<file path="config.mk">
export PLATFORM = sky130hd
export DESIGN_NAME = swdt_top
export DESIGN_NICKNAME = d
export VERILOG_FILES = /design/src/swdt_pkg.sv /design/src/swdt_top.sv
export SDC_FILE = /design/constraint.sdc
export NUM_CORES = 1
export LEC_CHECK = 0
export BUFFER_PORTS_ARGS = -buffer_cell sky130_fd_sc_hd__buf_2
export CELL_PAD_IN_SITES_DETAIL_PLACEMENT = 2
export CELL_PAD_IN_SITES_GLOBAL_PLACEMENT = 2
export CORE_MARGIN = 5
export CORE_UTILIZATION = 35
export DETAILED_ROUTE_END_ITERATION = 8
export PLACE_DENSITY_LB_ADDON = 0.1
export RECOVER_POWER = 50
export SYNTH_ARGS = -nofsm -noshare
export SYNTH_HDL_FRONTEND = slang
export SYNTH_SLANG_ARGS = --single-unit
</file>
<file path="constraint.sdc">
create_clock -name core_clk_i -period 2.3 [get_ports core_clk_i]
set_input_delay 0.46 -clock core_clk_i [delete_from_list [all_inputs] [get_ports core_clk_i]]
set_output_delay 0.46 -clock core_clk_i [all_outputs]
set_load 0.02 [all_outputs]
</file>
<file path="src/swdt_pkg.sv">
// package for the supervisor timer: addresses, keys, field positions, reset values, timing
package swdt_pkg;
  // byte addresses on the peripheral bus (lower 16 bits)
  localparam logic [15:0] SWDT_ADDR_CSR_WR  = 16'hffa8;
  localparam logic [15:0] SWDT_ADDR_CSR_RD  = 16'hffa8;
  localparam logic [15:0] SWDT_ADDR_CNT_RD  = 16'hffa9;
  localparam logic [15:0] SWDT_ADDR_RST_WR  = 16'hffaa;
  localparam logic [15:0] SWDT_ADDR_RST_RD  = 16'hffab;
  // write keys in the high byte of a word write
  localparam logic [7:0]  SWDT_KEY_CNT      = 8'h5a;
  localparam logic [7:0]  SWDT_KEY_CSR      = 8'ha5;
  localparam logic [7:0]  SWDT_RST_CLR_DATA = 8'h00;
  // control/status fields
  localparam int          SWDT_OVERFLOW_BIT = 7;
  localparam int          SWDT_MODE_BIT     = 6;
  localparam int          SWDT_EN_BIT       = 5;
  localparam logic [1:0]  SWDT_CSR_ONES     = 2'h3;
  localparam logic [7:0]  SWDT_CSR_RESET    = 8'h18;
  localparam logic [7:0]  SWDT_CNT_RESET    = 8'h00;
  localparam logic [7:0]  SWDT_CNT_MAX      = 8'hff;
  // reset-status: flag in bit 7, bits 5..0 read as ones
  localparam int          SWDT_WD_FLAG_BIT  = 7;
  localparam logic [6:0]  SWDT_RST_LOW_READ = 7'h3f;
  // prescaler
  localparam int          SWDT_PRE_W        = 12;
  // internal reset length, in states (clock cycles)
  localparam int          SWDT_RST_STATES   = 518;
  localparam int          SWDT_RST_CNT_W    = 10;
  // reset-pulse sequencer
  typedef enum logic [0:0] {
    SWDT_IDLE  = 1'b0,
    SWDT_PULSE = 1'b1
  } swdt_state_type;
endpackage : swdt_pkg

</file>
<file path="src/swdt_top.sv">
// supervisor timer: prescaler, 8-bit counter, keyed registers and internal reset pulse
//
// Summary of operation
// - with enable set, counter advances once per selected prescaler pulse
// - rollover from ff to 00 sets the overflow flag
// - enable clear or reset holds counter at zero
// - clock-select codes pick phi/2,32,64,128,256,512,2048,4096
// - overflow flag clears by writing 0 after reading 1; writing 1 does nothing
// - mode bit: 0 interval interrupt, 1 internal reset on overflow
// - control/status bits 4 and 3 read as one
// - bits 7..5 cleared by reset and standby; bits 2..0 only by reset
// - word write at one address; key 5a loads counter, a5 loads control/status
// - byte writes to counter or control/status are ignored
// - word write a5 00 to reset-status address clears watchdog-reset flag
// - byte reads: control/status ffa8, counter ffa9, reset status ffab
// - watchdog-mode overflow asserts internal chip reset for 518 states
// - external reset pin wins over a simultaneous watchdog reset
// - watchdog overflow sets both flags; internal reset clears only overflow
// - watchdog-reset flag cleared by pin reset, kept by own reset
// - watchdog-reset flag cleared by 0 after reading 1; never set by software
// - in interval mode, interrupt raised while overflow flag and enable are both 1
// - watchdog-reset flag set only with mode and enable both 1
// - a write coinciding with a count pulse wins; increment skipped
`timescale 1ns/1ps
module swdt_top
  import swdt_pkg::*;
#(
  parameter int RST_STATES = swdt_pkg::SWDT_RST_STATES
) (
  // clock and pin reset
  input  wire logic        core_clk_i,
  input  wire logic        rst_n_i,
  // system state
  input  wire logic        standby_i,
  // peripheral bus
  input  wire logic [15:0] bus_addr_i,
  input  wire logic        bus_wr_i,
  input  wire logic        bus_rd_i,
  input  wire logic        bus_word_i,
  input  wire logic [15:0] bus_wdata_i,
  output logic      [7:0]  bus_rdata_o,
  // outputs to the chip
  output logic             interval_irq_o,
  output logic             chip_reset_o
);
  import swdt_pkg::*;

  //////////////////////////////////////////////////////////////////////////////
  // state
  logic [7:0]              wd_counter;
  logic                    overflow_flag;
  logic                    watchdog_mode_select;
  logic                    counter_enable;
  logic [2:0]              clock_select;
  logic                    watchdog_reset_flag;
  logic                    overflow_seen;
  logic                    wd_flag_seen;
  logic [SWDT_PRE_W-1:0]   prescaler;
  logic [SWDT_RST_CNT_W-1:0] rst_count;
  swdt_state_type          state;
  swdt_state_type          next_state;
  logic                    int_rst;
  logic                    tick;
  logic                    wr_cnt;
  logic                    wr_csr;
  logic                    wr_rst;
  logic                    rollover;
  logic                    rd_csr;
  logic                    rd_cnt;
  logic                    rd_rst;
  logic [7:0]              csr_view;
  logic [7:0]              rst_view;
  logic [7:0]              next_rdata;

  // internal reset clears the block (not the watchdog-reset flag or the prescaler)
  assign int_rst = chip_reset_o;

  //////////////////////////////////////////////////////////////////////////////
  // free-running prescaler; tap is a one-cycle enable, never a derived clock
  // free-running, so a newly chosen rate starts at an arbitrary phase
  always_ff @(posedge core_clk_i or negedge rst_n_i) begin
    if (!rst_n_i) begin
      prescaler <= '0;
    end else begin
      prescaler <= prescaler + 1'b1;
    end
  end

  // a tap's pulse marks the all-ones state of the low bits, once per period
  // changing the select while counting can give one short or long period
  always_comb begin
    case (clock_select)
      3'h0:    tick = &prescaler[0:0];
      3'h1:    tick = &prescaler[4:0];
      3'h2:    tick = &prescaler[5:0];
      3'h3:    tick = &prescaler[6:0];
      3'h4:    tick = &prescaler[7:0];
      3'h5:    tick = &prescaler[8:0];
      3'h6:    tick = &prescaler[10:0];
      3'h7:    tick = &prescaler[11:0];
      default: tick = 1'b0;
    endcase
  end

  //////////////////////////////////////////////////////////////////////////////
  // keyed word writes; byte writes fall through and do nothing
  // a wrong key or a byte write is dropped silently; software sees no error
  assign wr_cnt = bus_wr_i && bus_word_i && bus_addr_i == SWDT_ADDR_CSR_WR
                  && bus_wdata_i[15:8] == SWDT_KEY_CNT;
  assign wr_csr = bus_wr_i && bus_word_i && bus_addr_i == SWDT_ADDR_CSR_WR
                  && bus_wdata_i[15:8] == SWDT_KEY_CSR;
  assign wr_rst = bus_wr_i && bus_word_i && bus_addr_i == SWDT_ADDR_RST_WR
                  && bus_wdata_i[15:8] == SWDT_KEY_CSR
                  && bus_wdata_i[7:0] == SWDT_RST_CLR_DATA;
  assign rd_csr = bus_rd_i && bus_addr_i == SWDT_ADDR_CSR_RD;
  assign rd_cnt = bus_rd_i && bus_addr_i == SWDT_ADDR_CNT_RD;
  assign rd_rst = bus_rd_i && bus_addr_i == SWDT_ADDR_RST_RD;
  assign rollover = counter_enable && tick && !wr_cnt && wd_counter == SWDT_CNT_MAX;

  //////////////////////////////////////////////////////////////////////////////
  // counter: write beats increment, disable holds zero
  // a write in a tick cycle loads its value and that tick is lost
  always_ff @(posedge core_clk_i or negedge rst_n_i) begin
    if (!rst_n_i) begin
      wd_counter <= SWDT_CNT_RESET;
    end else if (int_rst || !counter_enable) begin
      wd_counter <= SWDT_CNT_RESET;
    end else if (wr_cnt) begin
      wd_counter <= bus_wdata_i[7:0];
    end else if (tick) begin
      wd_counter <= wd_counter + 8'h01;
    end
  end

  //////////////////////////////////////////////////////////////////////////////
  // control/status: mode and enable cleared by standby, clock select kept
  // the internal reset also drops clock select, as a pin reset would
  always_ff @(posedge core_clk_i or negedge rst_n_i) begin
    if (!rst_n_i) begin
      watchdog_mode_select <= SWDT_CSR_RESET[SWDT_MODE_BIT];
      counter_enable       <= SWDT_CSR_RESET[SWDT_EN_BIT];
      clock_select         <= SWDT_CSR_RESET[2:0];
    end else if (int_rst) begin
      watchdog_mode_select <= SWDT_CSR_RESET[SWDT_MODE_BIT];
      counter_enable       <= SWDT_CSR_RESET[SWDT_EN_BIT];
      clock_select         <= SWDT_CSR_RESET[2:0];
    end else if (standby_i) begin
      watchdog_mode_select <= SWDT_CSR_RESET[SWDT_MODE_BIT];
      counter_enable       <= SWDT_CSR_RESET[SWDT_EN_BIT];
    end else if (wr_csr) begin
      watchdog_mode_select <= bus_wdata_i[SWDT_MODE_BIT];
      counter_enable       <= bus_wdata_i[SWDT_EN_BIT];
      clock_select         <= bus_wdata_i[2:0];
    end
  end

  // overflow flag: set wins over clear; clear needs a prior read of 1
  always_ff @(posedge core_clk_i or negedge rst_n_i) begin
    if (!rst_n_i) begin
      overflow_flag <= 1'b0;
      overflow_seen <= 1'b0;
    end else if (int_rst || standby_i) begin
      overflow_flag <= 1'b0;
      overflow_seen <= 1'b0;
    end else if (rollover) begin
      overflow_flag <= 1'b1;
    end else begin
      if (rd_csr && overflow_flag) begin
        overflow_seen <= 1'b1;
      end
      if (wr_csr && !bus_wdata_i[SWDT_OVERFLOW_BIT] && overflow_seen) begin
        overflow_flag <= 1'b0;
        overflow_seen <= 1'b0;
      end
    end
  end

  //////////////////////////////////////////////////////////////////////////////
  // watchdog-reset flag: only the pin reset clears it in hardware
  // set wins over a clear in the same cycle so a fresh overflow is never lost
  always_ff @(posedge core_clk_i or negedge rst_n_i) begin
    if (!rst_n_i) begin
      watchdog_reset_flag <= 1'b0;
      wd_flag_seen        <= 1'b0;
    end else if (rollover && watchdog_mode_select && counter_enable) begin
      watchdog_reset_flag <= 1'b1;
    end else begin
      if (rd_rst && watchdog_reset_flag) begin
        wd_flag_seen <= 1'b1;
      end
      if (wr_rst && wd_flag_seen) begin
        watchdog_reset_flag <= 1'b0;
        wd_flag_seen        <= 1'b0;
      end
    end
  end

  //////////////////////////////////////////////////////////////////////////////
  // internal reset sequencer; the pin reset forces idle asynchronously
  // pulse length counts core clocks; RST_STATES may be shortened for quick runs
  always_comb begin
    case (state)
      SWDT_IDLE:  next_state = (rollover && watchdog_mode_select) ? SWDT_PULSE : SWDT_IDLE;
      SWDT_PULSE: next_state = (rst_count == SWDT_RST_CNT_W'(RST_STATES - 1)) ? SWDT_IDLE : SWDT_PULSE;
      default:    next_state = SWDT_IDLE;
    endcase
  end

  always_ff @(posedge core_clk_i or negedge rst_n_i) begin
    if (!rst_n_i) begin
      state        <= SWDT_IDLE;
      rst_count    <= '0;
      chip_reset_o <= 1'b0;
    end else begin
      state        <= next_state;
      chip_reset_o <= (next_state == SWDT_PULSE);
      if (state == SWDT_PULSE) begin
        rst_count <= rst_count + 1'b1;
      end else begin
        rst_count <= '0;
      end
    end
  end

  //////////////////////////////////////////////////////////////////////////////
  // interval interrupt follows the flag while in interval mode with counting on
  always_ff @(posedge core_clk_i or negedge rst_n_i) begin
    if (!rst_n_i) begin
      interval_irq_o <= 1'b0;
    end else begin
      interval_irq_o <= overflow_flag && !watchdog_mode_select && counter_enable;
    end
  end

  //////////////////////////////////////////////////////////////////////////////
  // registered byte reads; unmapped reads return zero
  // data lags the strobe by one cycle, so the cpu side samples it one edge later
  assign csr_view = {overflow_flag, watchdog_mode_select, counter_enable, SWDT_CSR_ONES, clock_select};
  assign rst_view = {watchdog_reset_flag, SWDT_RST_LOW_READ};

  always_comb begin
    next_rdata = 8'h00;
    if (rd_csr) begin
      next_rdata = csr_view;
    end else if (rd_cnt) begin
      next_rdata = wd_counter;
    end else if (rd_rst) begin
      next_rdata = rst_view;
    end
  end

  always_ff @(posedge core_clk_i or negedge rst_n_i) begin
    if (!rst_n_i) begin
      bus_rdata_o <= 8'h00;
    end else begin
      bus_rdata_o <= next_rdata;
    end
  end

  //////////////////////////////////////////////////////////////////////////////
  // checks
  // helper: cycles the internal reset has stood high, so its length is checked exactly
  logic [SWDT_RST_CNT_W-1:0] ast_hi_cnt;

  always_ff @(posedge core_clk_i or negedge rst_n_i) begin
    if (!rst_n_i) begin
      ast_hi_cnt <= '0;
    end else if (chip_reset_o) begin
      ast_hi_cnt <= ast_hi_cnt + 1'b1;
    end else begin
      ast_hi_cnt <= '0;
    end
  end

  // counter and flags
  AST_ROLL_SETS_FLAG: assert property (@(posedge core_clk_i) disable iff (!rst_n_i)
    rollover && !int_rst && !standby_i |=> overflow_flag)
    else $error("rollover did not set overflow flag");
  AST_DISABLED_ZERO: assert property (@(posedge core_clk_i) disable iff (!rst_n_i)
    !counter_enable |=> wd_counter == 8'h00)
    else $error("counter not zero while disabled");
  AST_WRITE_WINS: assert property (@(posedge core_clk_i) disable iff (!rst_n_i)
    wr_cnt && counter_enable && !int_rst && !standby_i |=> wd_counter == $past(bus_wdata_i[7:0]))
    else $error("counter write lost");
  AST_COUNT_STEP: assert property (@(posedge core_clk_i) disable iff (!rst_n_i)
    counter_enable && !tick && !wr_cnt && !int_rst && !standby_i |=> $stable(wd_counter))
    else $error("counter moved without a tick");
  AST_FLAG_CLEAR_GUARD: assert property (@(posedge core_clk_i) disable iff (!rst_n_i)
    overflow_flag && !overflow_seen && !int_rst && !standby_i |=> overflow_flag)
    else $error("overflow flag cleared without prior read");
  AST_STANDBY_CLEAR: assert property (@(posedge core_clk_i) disable iff (!rst_n_i)
    standby_i |=> !watchdog_mode_select && !counter_enable && !overflow_flag)
    else $error("standby left upper control bits set");
  AST_BYTE_WR_IGNORED: assert property (@(posedge core_clk_i) disable iff (!rst_n_i)
    bus_wr_i && !bus_word_i && !int_rst |=> $stable(clock_select))
    else $error("byte write changed control/status");
  // internal reset and its flag
  AST_RST_LEN: assert property (@(posedge core_clk_i) disable iff (!rst_n_i)
    $fell(chip_reset_o) |-> ast_hi_cnt == SWDT_RST_CNT_W'(RST_STATES))
    else $error("internal reset length wrong");
  AST_RST_MAX: assert property (@(posedge core_clk_i) disable iff (!rst_n_i)
    chip_reset_o |-> ast_hi_cnt < SWDT_RST_CNT_W'(RST_STATES))
    else $error("internal reset too long");
  AST_WDFLAG_SET: assert property (@(posedge core_clk_i) disable iff (!rst_n_i)
    $rose(chip_reset_o) |-> watchdog_reset_flag)
    else $error("watchdog reset without flag");
  AST_WDFLAG_KEEP: assert property (@(posedge core_clk_i) disable iff (!rst_n_i)
    chip_reset_o && watchdog_reset_flag |=> watchdog_reset_flag)
    else $error("own reset cleared watchdog-reset flag");
  AST_WDFLAG_CLEAR_GUARD: assert property (@(posedge core_clk_i) disable iff (!rst_n_i)
    watchdog_reset_flag && !wd_flag_seen |=> watchdog_reset_flag)
    else $error("watchdog-reset flag cleared without prior read");
  AST_WDFLAG_GATED: assert property (@(posedge core_clk_i) disable iff (!rst_n_i)
    $rose(watchdog_reset_flag) |-> $past(watchdog_mode_select) && $past(counter_enable))
    else $error("watchdog-reset flag set outside watchdog mode");
  // bus reads and interrupt
  AST_CSR_ONES: assert property (@(posedge core_clk_i) disable iff (!rst_n_i)
    $past(rd_csr) |-> bus_rdata_o[4:3] == 2'h3)
    else $error("reserved bits not one");
  AST_RST_ONES: assert property (@(posedge core_clk_i) disable iff (!rst_n_i)
    $past(rd_rst) |-> bus_rdata_o[6:0] == SWDT_RST_LOW_READ)
    else $error("reset-status low bits wrong");
  AST_CNT_READ: assert property (@(posedge core_clk_i) disable iff (!rst_n_i)
    rd_cnt |=> bus_rdata_o == $past(wd_counter))
    else $error("counter read wrong");
  AST_IRQ_MODE: assert property (@(posedge core_clk_i) disable iff (!rst_n_i)
    interval_irq_o |-> $past(overflow_flag) && !$past(watchdog_mode_select))
    else $error("interrupt without interval overflow");
  AST_IRQ_RAISE: assert property (@(posedge core_clk_i) disable iff (!rst_n_i)
    overflow_flag && !watchdog_mode_select && counter_enable |=> interval_irq_o)
    else $error("interval interrupt not raised");
  // scenario covers
  COV_ROLL: cover property (@(posedge core_clk_i) disable iff (!rst_n_i) rollover);
  COV_WD_RESET: cover property (@(posedge core_clk_i) disable iff (!rst_n_i) $rose(chip_reset_o));
  COV_IRQ: cover property (@(posedge core_clk_i) disable iff (!rst_n_i) $rose(interval_irq_o));
  COV_WDFLAG_CLR: cover property (@(posedge core_clk_i) disable iff (!rst_n_i) $fell(watchdog_reset_flag));
  COV_WRITE_TICK: cover property (@(posedge core_clk_i) disable iff (!rst_n_i) wr_cnt && tick && counter_enable);
endmodule : swdt_top

</file>
=== Word-level counts from Yosys, hierarchy flattened ===
Index checks and enable logic that the tools add are counted.

* Register bits after elaboration: 49
* Input port bits: 38
* Output and inout port bits: 10

* Add/sub/neg operators: 3
* Equality and inequality tests: 17
* Mux-type cells: 31
* Bitwise operators: 2
* Reductions and logical operators: 47

{| class="wikitable"
|+ Operators with widths
! kind !! count
|-
| equality test 16 bit (second input constant) || 4
|-
| 2-to-1 mux 8 bit || 6
|-
| logical AND 1 bit || 22
|-
| 2-to-1 mux 1 bit || 19
|-
| equality test 8 bit (second input constant) || 2
|-
| adder 12 x 1 -> 12 bit (second input constant) || 1
|-
| equality test 3 bit (second input constant) || 4
|-
| AND reduction 12 bit || 1
|-
| nonzero test 3 bit || 4
|-
| AND reduction 11 bit || 1
|-
| adder 10 x 1 -> 10 bit (second input constant) || 1
|-
| equality test 10 bit (second input constant) || 1
|-
| 2-to-1 mux 10 bit || 1
|-
| 2-to-1 mux 3 bit || 3
|-
| AND reduction 9 bit || 1
|-
| adder 8 x 1 -> 8 bit (second input constant) || 1
|-
| equality test 8 x 7 -> 1 bit (second input constant) || 1
|-
| zero test 8 bit || 1
|-
| case mux 1 bit (8 select lines) || 1
|-
| AND reduction 8 bit || 1
|-
| AND reduction 7 bit || 1
|-
| equality test 3 x 2 -> 1 bit (second input constant) || 2
|-
| AND reduction 2 bit || 3
|-
| AND reduction 6 bit || 1
|-
| 9 further kinds || 17
|}

=== Logic depth before layout (Yosys ltp) ===
Gate-level depths: netlist (run 1).

* Depth in word-level cells: 10
* Depth in mapped cells: 9

=== Worst setup path after synthesis (run 1) ===
OpenSTA, ideal clock, no wires.

* Kind: reg-to-reg
* Start: register prescaler[0]
* End: register wd_counter[0]
* Data arrival time: 2.024 ns
* Data required time: 2.232 ns
* Path slack: 0.207 ns
* Cell stages (with the launch flop): 10
* Path buffers: 0
* Cells stage by stage: dfrtp_1 ha_1 nand3_2 clkinv_1 ha_1 mux2i_1 o32a_2 and2_4 or4b_1 nand3_1

* Word-level cells in the longest chain between the ends: 3

{| class="wikitable"
|+ RTL lines
! item !! RTL line !! source
|-
| from (decl) || swdt_top.sv:58 || <nowiki>logic [SWDT_PRE_W-1:0] prescaler;</nowiki>
|-
| from (signal assigned) || swdt_top.sv:85 || <nowiki>prescaler <= prescaler + 1'b1;</nowiki>
|-
| AND reduction 12 bit, or another cell as far along || swdt_top.sv:100 || <nowiki>3'h7: tick = &prescaler[11:0];</nowiki>
|-
| case mux 1 bit (8 select lines) (*) || swdt_top.sv:92 || <nowiki>case (clock_select)</nowiki>
|-
| nonzero test 3 bit (no source line) (*) || n/a ||
|-
| to (signal assigned) || swdt_top.sv:129 || <nowiki>wd_counter <= bus_wdata_i[7:0];</nowiki>
|-
| to (signal assigned) || swdt_top.sv:131 || <nowiki>wd_counter <= wd_counter + 8'h01;</nowiki>
|-
| to (decl) || swdt_top.sv:50 || <nowiki>logic [7:0] wd_counter;</nowiki>
|}

Mark *: on every way between the ends. The rest lies on a longest branch, timed or not.
A chain may end at the register's enable or synchronous reset.

=== Final worst setup path (run 1) ===
Ends and elaborated chain as after synthesis.

==> impl_metrics.toml, run 1 <==
[critical_path]
arrival_ns = 2.47
crit_path_start = "prescaler[0]$_DFF_PN0_"
required_ns = 2.55
reg2reg_depth = 9
critPathCapture = "wd_counter[0]$_DFFE_PN0P_"
endpoint_kind = "register"
reg2reg_to = "wd_counter[0]$_DFFE_PN0P_"
cp-start-kind = "register"
critical_path_class = "reg2reg"
r2r_start = "prescaler[0]$_DFF_PN0_"
cp_max_fo = 6
regToRegSetupSlack_ns = 0.08

[clock_network]
clock_latency_ns = 0.31
clkTransAtPathRegs_ns = 0.10
root_buffer = "clkbuf_8"
cts_tree = "yes"
cts_max_path_buffers = 2
cts_made_buffers = 5
h-tree-depth = 2
cts_sinks = 49

[sta]
fin_setup_tns_ns = 0
max-slew-margin-rel_pct = 67.8
worst_pin_slew_ns = 0.482
period_share_pct = 96.5
max_freq_ghz = 0.450
setup_viol = 0
clock_skew_ns = 0.0142
hold_violations = 0
finalMaxSlewViolations = 0
fin_crit_ns = 2.22

[global_routing]
grt_pass1_vias = 2366
grt_max_degree = 27
grt_first_pass_wirelength_mm = 11.4
antenna_found_initial = 0
grt_usage_pct = 15.9
grt_overflow_total = 0

[detailed_routing]
drt-vias-per-instance = 5.19
vias = 2149
drtIter0Drc = 23
post-route-drc-count = 0
wl_mm = 6.98
ant_nets = 0
firstDrtPassIters = 4
wl_per_cell_um = 16.9

[floorplan]
std_cell_rows = 31
fp.dieH_um = 95.7
dieArea_um2 = 9150
die_w_um = 95.7
initial_core_util_pct = 35.6
ioPinCount = 48
core_area_um2 = 7210

[yosys]
synth_seq_area_share_pct = 47.8
synth-main-ff-cell = "dfrtp_1"
synth_edf_count = 0
syn_avg_cell_area_um2 = 10.3
async_reset_ff_share_pct = 100
netlist_instances = 249
ys_warn_count = 0
synth_nets = 293
synthDistinctLibCells = 47
synth_area_um2 = 2570
ys_ff_latch = 49

[status]
status = "completed"

[final_layout]
multi_input_area_um2 = 1330
syn_to_final_growth_pct = 24.2
num_antenna_cells = 0
finalNetCount = 358
fillers = 818
regArea_um2 = 1230
drive_gt1_share_pct = 27.3

[power]
power_density_nw_per_um2 = 496
leakagePower_nw = 1.38
vdd_drop_max_mv = 0.218
total_power_mw = 1.58

[placement]
post-dp-hpwl_mm = 5.47
routabilityCongestion = 0.720
port_buffers = 47

[job]
cap_violations = 0

[hold_path]
hold_path.class = "in2reg"
==> cell type report <==
cell class / count / share of cell area (%)
repair buffers: 63 / 11.2
multi-input cells: 186 / 41.8
flip-flops and latches: 49 / 38.4
inverters: 9 / 1.14
clock buffers: 5 / 2.16
well taps: 99 / 3.88
clock inverters: 3 / 1.37
==> synth_stat cells (2+ instances only) <==
cell | count | area share (%)
a21boi_0 | 4 | 1.2
and2_1 | 8 | 1.9
and3_1 | 9 | 2.2
dfrtp_1 | 49 | 48
nor4bb_1 | 4 | 1.6
nor2_1 | 17 | 2.5
nand2_1 | 10 | 1.5
nor4_1 | 4 | 0.97
o211ai_1 | 2 | 0.58
nor2b_1 | 4 | 0.97
a21oi_1 | 12 | 2.3
clkinv_1 | 2 | 0.29
a211oi_1 | 2 | 0.58
xnor2_1 | 17 | 5.8
nand4_1 | 4 | 0.97
nand3_2 | 3 | 1.2
clkbuf_1 | 4 | 0.58
o21ai_0 | 14 | 2.7
nor3_1 | 4 | 0.78
nand3_1 | 24 | 4.7
nand4b_1 | 2 | 0.68
inv_1 | 7 | 1.0
xor2_1 | 5 | 1.7
and3b_1 | 2 | 0.68
mux2i_1 | 9 | 3.5
ha_1 | 6 | 2.9
==> critical path: stages (launching register included) <==
cell     delay (ns)
dfrtp_1        0.43
ha_4           0.18
nand3_4        0.09
inv_4          0.08
ha_4           0.12
mux2i_1        0.07
o32a_2         0.45
and2_4         0.19
or4b_1         0.46
nand3_1        0.09
==> repair_timing <==
item | 4_1_cts | 5_1_grt
hold endpoints to repair | 8 | 0
hold buffers | 1 | 0
gates resized for setup | 0 | 9
setup endpoints to repair | 0 | 13
buffers inserted | 0 | 6
==> how the worst min path moves through the flow <==
stage	end	slack (ns)	start	depth (start not counted)
final	watchdog_mode_select$_DFFE_PN0P_	0.39	standby_i	2
after global routing	watchdog_mode_select$_DFFE_PN0P_	0.39	standby_i	2
after CTS	counter_enable$_DFFE_PN0P_	0.38	standby_i	2
after detailed placement	prescaler[5]$_DFF_PN0_	0.33	rst_n_i	1
after global placement	prescaler[5]$_DFF_PN0_	0.33	rst_n_i	1
after floorplan	bus_rdata_o[0]$_DFF_PN0_	0.16	rst_n_i	0
==> flip-flops by register name, summed over array words and instances, names as in the netlist, 3 cells and up <==
name,count
bus_rdata_o,8
rst_count,10
prescaler,12
clock_select,3
wd_counter,8
==> report_power, final <==
| part | total [mW] | leakage, nW | internal, mW | switching [mW] |
|---|---|---|---|---|
| registers | 0.861 | 0.645 | 0.861 | 0.0000142 |
| logic | 0.0881 | 0.679 | 0.0373 | 0.0508 |
| clock network | 0.635 | 0.0585 | 0.326 | 0.308 |
==> logic make-up after synthesis <==
group / count (synthesis) / synth area share, %
buf+inv: 14 / 2.10
compound gates: 41 / 9.94
simple gates: 107 / 25.8
xor+xnor: 22 / 7.50
flops: 49 / 47.8
fa+ha+maj: 6 / 2.92
mux: 10 / 3.95
==> metrics by stage <==
step | worst slack, ns | hold slack, ns | utilization (%) | cell area (µm²) | std cells
after floorplan | 0.207 | 0.164 | - | 2570 | 249
after global placement | 0.102 | 0.329 | 41.2 | 2970 | 399
after detailed placement | 0.0338 | 0.327 | 41.2 | 2970 | 399
after CTS | 0.00122 | 0.383 | 42.9 | 3100 | 408
after global routing | -0.0125 | 0.389 | 44.2 | 3190 | 414
final | 0.0797 | 0.387 | 44.2 | 3190 | 414
==> cells in the final DEF (no fill, tap or decap), drive strengths merged, types with 5 or more instances in the layout <==
cell type and n:
nand3 27, mux2i 9, buf 61, and2 9, and3 9, clkbuf 6, xor2 5, a21oi 13
dfrtp 49, o21ai 14, inv 9, nor2 18, ha 6, nand2 10, nor4 5, xnor2 17
==> layer usage <==
layer | wire [µm] | GRT usage, % | up-vias
li1 | - | - | 1022
met1 | 3200 | 21.0 | 1074
met2 | 3410 | 26.7 | 45
met3 | 267 | 3.00 | 8
met4 | 96 | 4.27 | 0
met5 | 0 | 0 | -
Power figures use the tool's default switching activity.
==> inputs of run 2 (changes only) <==
--- a/config.mk
+++ b/config.mk
@@ -8,9 +8,10 @@
 export BUFFER_PORTS_ARGS = -buffer_cell sky130_fd_sc_hd__buf_2
 export CELL_PAD_IN_SITES_DETAIL_PLACEMENT = 2
 export CELL_PAD_IN_SITES_GLOBAL_PLACEMENT = 2
-export CORE_MARGIN = 5
+export CORE_MARGIN = 1.5
 export CORE_UTILIZATION = 35
 export DETAILED_ROUTE_END_ITERATION = 8
+export GPL_TIMING_DRIVEN = 0
 export PLACE_DENSITY_LB_ADDON = 0.1
 export RECOVER_POWER = 50
 export SYNTH_ARGS = -nofsm -noshare
==> run 2 against run 1 <==
Against the previous run:
- setup slack got worse by 0.018 ns
- maximum frequency decreased by 0.81%
- worst hold slack got worse by 0.011 ns
- total power decreased by 8.0%
- register-to-register slack got worse by 0.02 ns
- highest routed layer unchanged
- count of clock-buffer cells in the layout increased by 2
- clock skew decreased by 0.0063 ns
==> impl_metrics.toml, run 2 (synthesized netlist as in run 1, its figures left out) <==
[clock_network]
h-tree-depth = 2
cts_tree = "yes"
cts_made_buffers = 5
root_buffer = "clkbuf_8"
cts_max_path_buffers = 2
cts_sinks = 49
clock_latency_ns = 0.30
clkTransAtPathRegs_ns = 0.09

[final_layout]
num_antenna_cells = 0
postLayoutCoreUtil_pct = 43.4
largest-register = "prescaler"
drive_gt1_share_pct = 24.9
largest_reg_flops = 12
final_cell_area_um2 = 3120
finalNetCount = 352
top_regs = "prescaler (12), rst_count (10)"
syn_to_final_growth_pct = 21.4
final_cell_mix = "48 x buf_2, 48 x dfrtp_1, 24 x nand3_1, 17 x nor2_1, 17 x xnor2_1"

[global_routing]
grt_pass1_vias = 2274
grt_first_pass_wirelength_mm = 11.6
grt_max_degree = 50
grt_overflow_total = 0
antenna_found_initial = 0
grt_usage_pct = 19.4

[placement]
post-dp-hpwl_mm = 5.27
placed_area_um2 = 2930
port_buffers = 47
routabilityCongestion = 0.753

[detailed_routing]
wl_mm = 7.08
wl_per_cell_um = 17.3
ant_nets = 0
post-route-drc-count = 0
firstDrtPassIters = 4
drt-vias-per-instance = 5.15
drtIter0Drc = 63
vias = 2100

[critical_path]
critical_path_class = "reg2reg"
cp-start-kind = "register"
required_ns = 2.54
cp_max_fo = 7
arrival_ns = 2.48
endpoint_kind = "register"

[sta]
finalMaxSlewViolations = 0
fin_crit_ns = 2.24
setup_viol = 0
max-slew-margin-rel_pct = 24.1
worst_pin_slew_ns = 1.14
hold_violations = 0
period_share_pct = 97.3
max_freq_ghz = 0.447
clock_skew_ns = 0.00785

[status]
status = "completed"

[power]
vdd_drop_max_mv = 0.175
power_density_nw_per_um2 = 467
power_switching_mw = 0.346
combPwrFrac_pct = 5.9
pwr-share-clk_pct = 35.0
swShare_pct = 23.8
p_int_mw = 1.11
power_frac_seq_pct = 59.1
leakagePower_nw = 1.33

[floorplan]
core_area_um2 = 7180
die_w_um = 88.7
fp.dieH_um = 88.7
dieArea_um2 = 7860
initial_core_util_pct = 35.8
ioPinCount = 48
std_cell_rows = 31

[hold_path]
hold_path.class = "in2async"

[job]
cap_violations = 0
## run 2: repair_timing
action,4_1_cts,5_1_grt
endpoints found under the setup margin,6,7
setup buffers,1,4
hold buffers,0,0
pin swaps,1,4
resized for setup,2,9
## run 2: path summary, 6_finish.rpt
kind / end / cells after the start / slack (ns) / from
min in group core_clk_i: watchdog_mode_select$_DFFE_PN0P_ / 2 / 0.40 / standby_i
setup reg to reg: wd_counter[0]$_DFFE_PN0P_ / 9 / 0.06 / prescaler[1]$_DFF_PN0_
max in group asynchronous: prescaler[4]$_DFF_PN0_ / 1 / 1.17 / rst_n_i
hold reg to reg: prescaler[11]$_DFF_PN0_ / 1 / 0.47 / prescaler[11]$_DFF_PN0_
setup / recovery: wd_counter[0]$_DFFE_PN0P_ / 9 / 0.06 / prescaler[1]$_DFF_PN0_
hold / removal: prescaler[9]$_DFF_PN0_ / 1 / 0.38 / rst_n_i
## run 2: through the flow
step	power [mW]	setup TNS [ns]	std cells	worst slack [ns]	hold slack [ns]
floorplan	0.899	0	249	0.207	0.164
global placement	0.963	-0.140	395	-0.116	0.460
detailed placement	0.966	-0.234	395	-0.117	0.456
CTS	1.48	0	404	0.0326	0.393
global route	1.51	-0.0450	408	-0.0450	0.405
finish	1.46	0	408	0.0614	0.376
## run 2: routing by layer
metal  wire length, µm  track usage [%]  up-vias
li1                  -                -     1013
met1              3550             27.9     1028
met2              3150             29.9       50
met3               261             3.17        9
met4               114             5.97        0
met5                 0                0        -
## run 2: layout make-up
cell class,count,area (µm²)
Fill cell,796,4060
Sequential cell,49,1230
Timing Repair Buffer,52,273
Multi-Input combinational cell,186,1360
Tap cell,99,124
Clock inverter,1,7.51
Clock buffer,7,76.3
Inverter,9,33.8
Buffer,5,20.0
## run 2: critical path, cell delays in order (launching register included)
cell,delay (ns)
dfrtp_1,0.42
ha_4,0.17
nand3_4,0.09
inv_2,0.09
ha_4,0.12
mux2i_1,0.08
o32a_4,0.42
and2_4,0.19
or4b_1,0.48
nand3_1,0.11
## run 2: power groups by stage
| stage | Combinational [mW] | Clock, mW | Sequential [mW] |
|---|---|---|---|
| CTS | 0.0885 | 0.526 | 0.861 |
| global placement | 0.0853 | 0 | 0.878 |
| floorplan | 0.0210 | 0 | 0.878 |
| global route | 0.0971 | 0.555 | 0.861 |
| detailed placement | 0.0885 | 0 | 0.878 |
| finish | 0.0864 | 0.509 | 0.861 |
==> inputs of run 3 (changes only) <==
--- a/config.mk
+++ b/config.mk
@@ -8,6 +8,7 @@
 export BUFFER_PORTS_ARGS = -buffer_cell sky130_fd_sc_hd__buf_2
 export CELL_PAD_IN_SITES_DETAIL_PLACEMENT = 2
 export CELL_PAD_IN_SITES_GLOBAL_PLACEMENT = 2
+export CORE_ASPECT_RATIO = 1.25
 export CORE_MARGIN = 1.5
 export CORE_UTILIZATION = 35
 export DETAILED_ROUTE_END_ITERATION = 8
==> run 3 against run 2 <==
Against the previous run:
- core utilization is 0.72 points higher
- first-iteration DRC count is 33% higher
- via count is 0.90% higher
- non-clock buffer count is 2 lower
- sequential power hardly changed
- worst hold slack worse by 0.015 ns
- critical path type unchanged
- final area is 0.56% lower
- combinational power is 0.8% lower
- largest power group unchanged
- critical path depth stayed put
- sequential cell count stayed put
- final cell count is 2.9% lower
- largest cell class unchanged
==> impl_metrics.toml, run 3 (synthesized netlist as in run 1, its figures left out) <==
[final_layout]
final_cell_area_um2 = 3100
final_cell_mix = "49 x dfrtp_1, 48 x buf_2, 24 x nand3_1, 17 x xnor2_1, 16 x nor2_1"
syn_to_final_growth_pct = 20.7
final_common_cell = "dfrtp_1"
layout.cells.non_filler = 396
largest-register = "prescaler"
largest_reg_flops = 12
num_antenna_cells = 0
top_regs = "prescaler (12), rst_count (10)"
finalNetCount = 350
multi_input_area_um2 = 1350
fillers = 799
drive_gt1_share_pct = 24.5
regArea_um2 = 1230

[critical_path]
cp_max_fo = 7
critPathCapture = "wd_counter[0]$_DFFE_PN0P_"
cpMaxStageDelayCell = "or4b_1"
path_cells = "ha_4, nand3_4, inv_2, ha_1, mux2i_1, o32a_4, and2_4, or4b_1, nand3_1"
cp-start-kind = "register"
critical_path_class = "reg2reg"
reg2reg_depth = 9
cp.depth = 9
regToRegSetupSlack_ns = 0.05
reg2reg_to = "wd_counter[0]$_DFFE_PN0P_"
slowest_delay_ns = 0.47
r2r_start = "prescaler[1]$_DFF_PN0_"
endpoint_kind = "register"
crit_path_start = "prescaler[1]$_DFF_PN0_"
required_ns = 2.54
path_buf_inv = 1
arrival_ns = 2.50
crit_family = "simple AND/OR/NAND/NOR gates"

[global_routing]
grt_first_pass_wirelength_mm = 12.0
grt_use_met1_pct = 24.9
grt_pass1_vias = 2342
grt_max_degree = 50
grt_overflow_total = 0
antenna_found_initial = 0
use_met2_pct = 35.0
top_usage_layer = "met2"
met3_usage_pct = 2.69
grt_usage_pct = 19.9

[sta]
hold_violations = 0
fin_ws_ns = 0.0493
clock_skew_ns = 0.00879
finalMaxSlewViolations = 0
worst_pin_slew_ns = 1.15
period_share_pct = 97.9
fin_crit_ns = 2.25
setup_viol = 0
max-slew-margin-rel_pct = 23.3
whs_ns = 0.361
max_freq_ghz = 0.444

[power]
combPwrFrac_pct = 5.5
power_frac_seq_pct = 55.4
power_switching_mw = 0.342
power_density_nw_per_um2 = 501
leakagePower_nw = 1.34
pwr-share-clk_pct = 39.0
p_int_mw = 1.21
vdd_drop_max_mv = 0.206
swShare_pct = 22.0

[floorplan]
core_area_um2 = 7020
fp.dieH_um = 98.8
initial_core_util_pct = 36.6
dieArea_um2 = 7860
ioPinCount = 48
std_cell_rows = 34
die_w_um = 79.6

[detailed_routing]
wl_mm = 7.20
wl_per_cell_um = 18.2
firstDrtPassIters = 4
drtIter0Drc = 84
ant_nets = 0
drt-vias-per-instance = 5.35
vias = 2119
post-route-drc-count = 0

[clock_network]
cts_sinks = 49
h-tree-depth = 2
cts_made_buffers = 5
cts_max_path_buffers = 2
clkTransAtPathRegs_ns = 0.09
postCtsHoldBufs = 0
cts_tree = "yes"
root_buffer = "clkbuf_8"
clock_latency_ns = 0.30

[status]
status = "completed"

[placement]
routabilityCongestion = 0.791
placed_area_um2 = 2920
port_buffers = 47
place_ws_ns = -0.202
dp.cells = 386
post-dp-hpwl_mm = 5.29

[job]
cap_violations = 0

[hold_path]
hold_path.class = "in2async"
[run 3: worst reg2reg max path: stages (launching register included)]
cell	delay, ns
dfrtp_1	0.42
ha_4	0.18
nand3_4	0.10
inv_2	0.08
ha_1	0.14
mux2i_1	0.09
o32a_4	0.42
and2_4	0.19
or4b_1	0.47
nand3_1	0.08
[run 3: layer usage]
layer / wire [µm] / up-vias
met5: 0 / -
met4: 117 / 0
met3: 217 / 10
met2: 3760 / 46
met1: 3100 / 1061
li1: - / 1002
[run 3: per-stage QoR]
step                power (mW)  setup TNS (ns)  utilization [%]
finish                    1.55               0             44.2
global route              1.62          -0.219             44.2
CTS                       1.58               0             43.4
detailed placement       0.966          -0.389             41.5
global placement         0.962          -0.181             41.5
floorplan                0.899               0                -
[run 3: how the worst min path moves through the flow]
stage                                        to  depth (start not counted)  slack (ns)
2_1_floorplan          bus_rdata_o[0]$_DFF_PN0_                          0        0.16
3_3_place_gp            prescaler[11]$_DFF_PN0_                          1        0.45
3_5_place_dp            prescaler[11]$_DFF_PN0_                          1        0.46
4_1_cts        watchdog_mode_select$_DFFE_PN0P_                          2        0.39
5_1_grt        watchdog_mode_select$_DFFE_PN0P_                          2        0.39
6_report                 prescaler[3]$_DFF_PN0_                          1        0.36
[run 3: final cells by class]
type | instances | area share [%]
plain buffers | 5 | 0.646
clock buffers | 5 | 2.22
clock inverters | 2 | 1.13
inverters | 9 | 1.09
multi-input cells | 186 | 43.4
flip-flops and latches | 49 | 39.6
well taps | 90 | 3.63
repair buffers | 50 | 8.32
[run 3: power groups by stage]
| stage | Sequential (mW) | Combinational (mW) | Clock (mW) |
|---|---|---|---|
| floorplan | 0.878 | 0.0210 | 0 |
| global placement | 0.878 | 0.0844 | 0 |
| detailed placement | 0.878 | 0.0878 | 0 |
| CTS | 0.861 | 0.0883 | 0.632 |
| global route | 0.861 | 0.0965 | 0.662 |
| finish | 0.861 | 0.0857 | 0.606 |
[run 3: timing repair]
item                       CTS  global route
buffers inserted             1             2
gates resized for setup      3             6
cloned                       0             0
setup endpoints to repair   11             7
pin swaps                    0             3
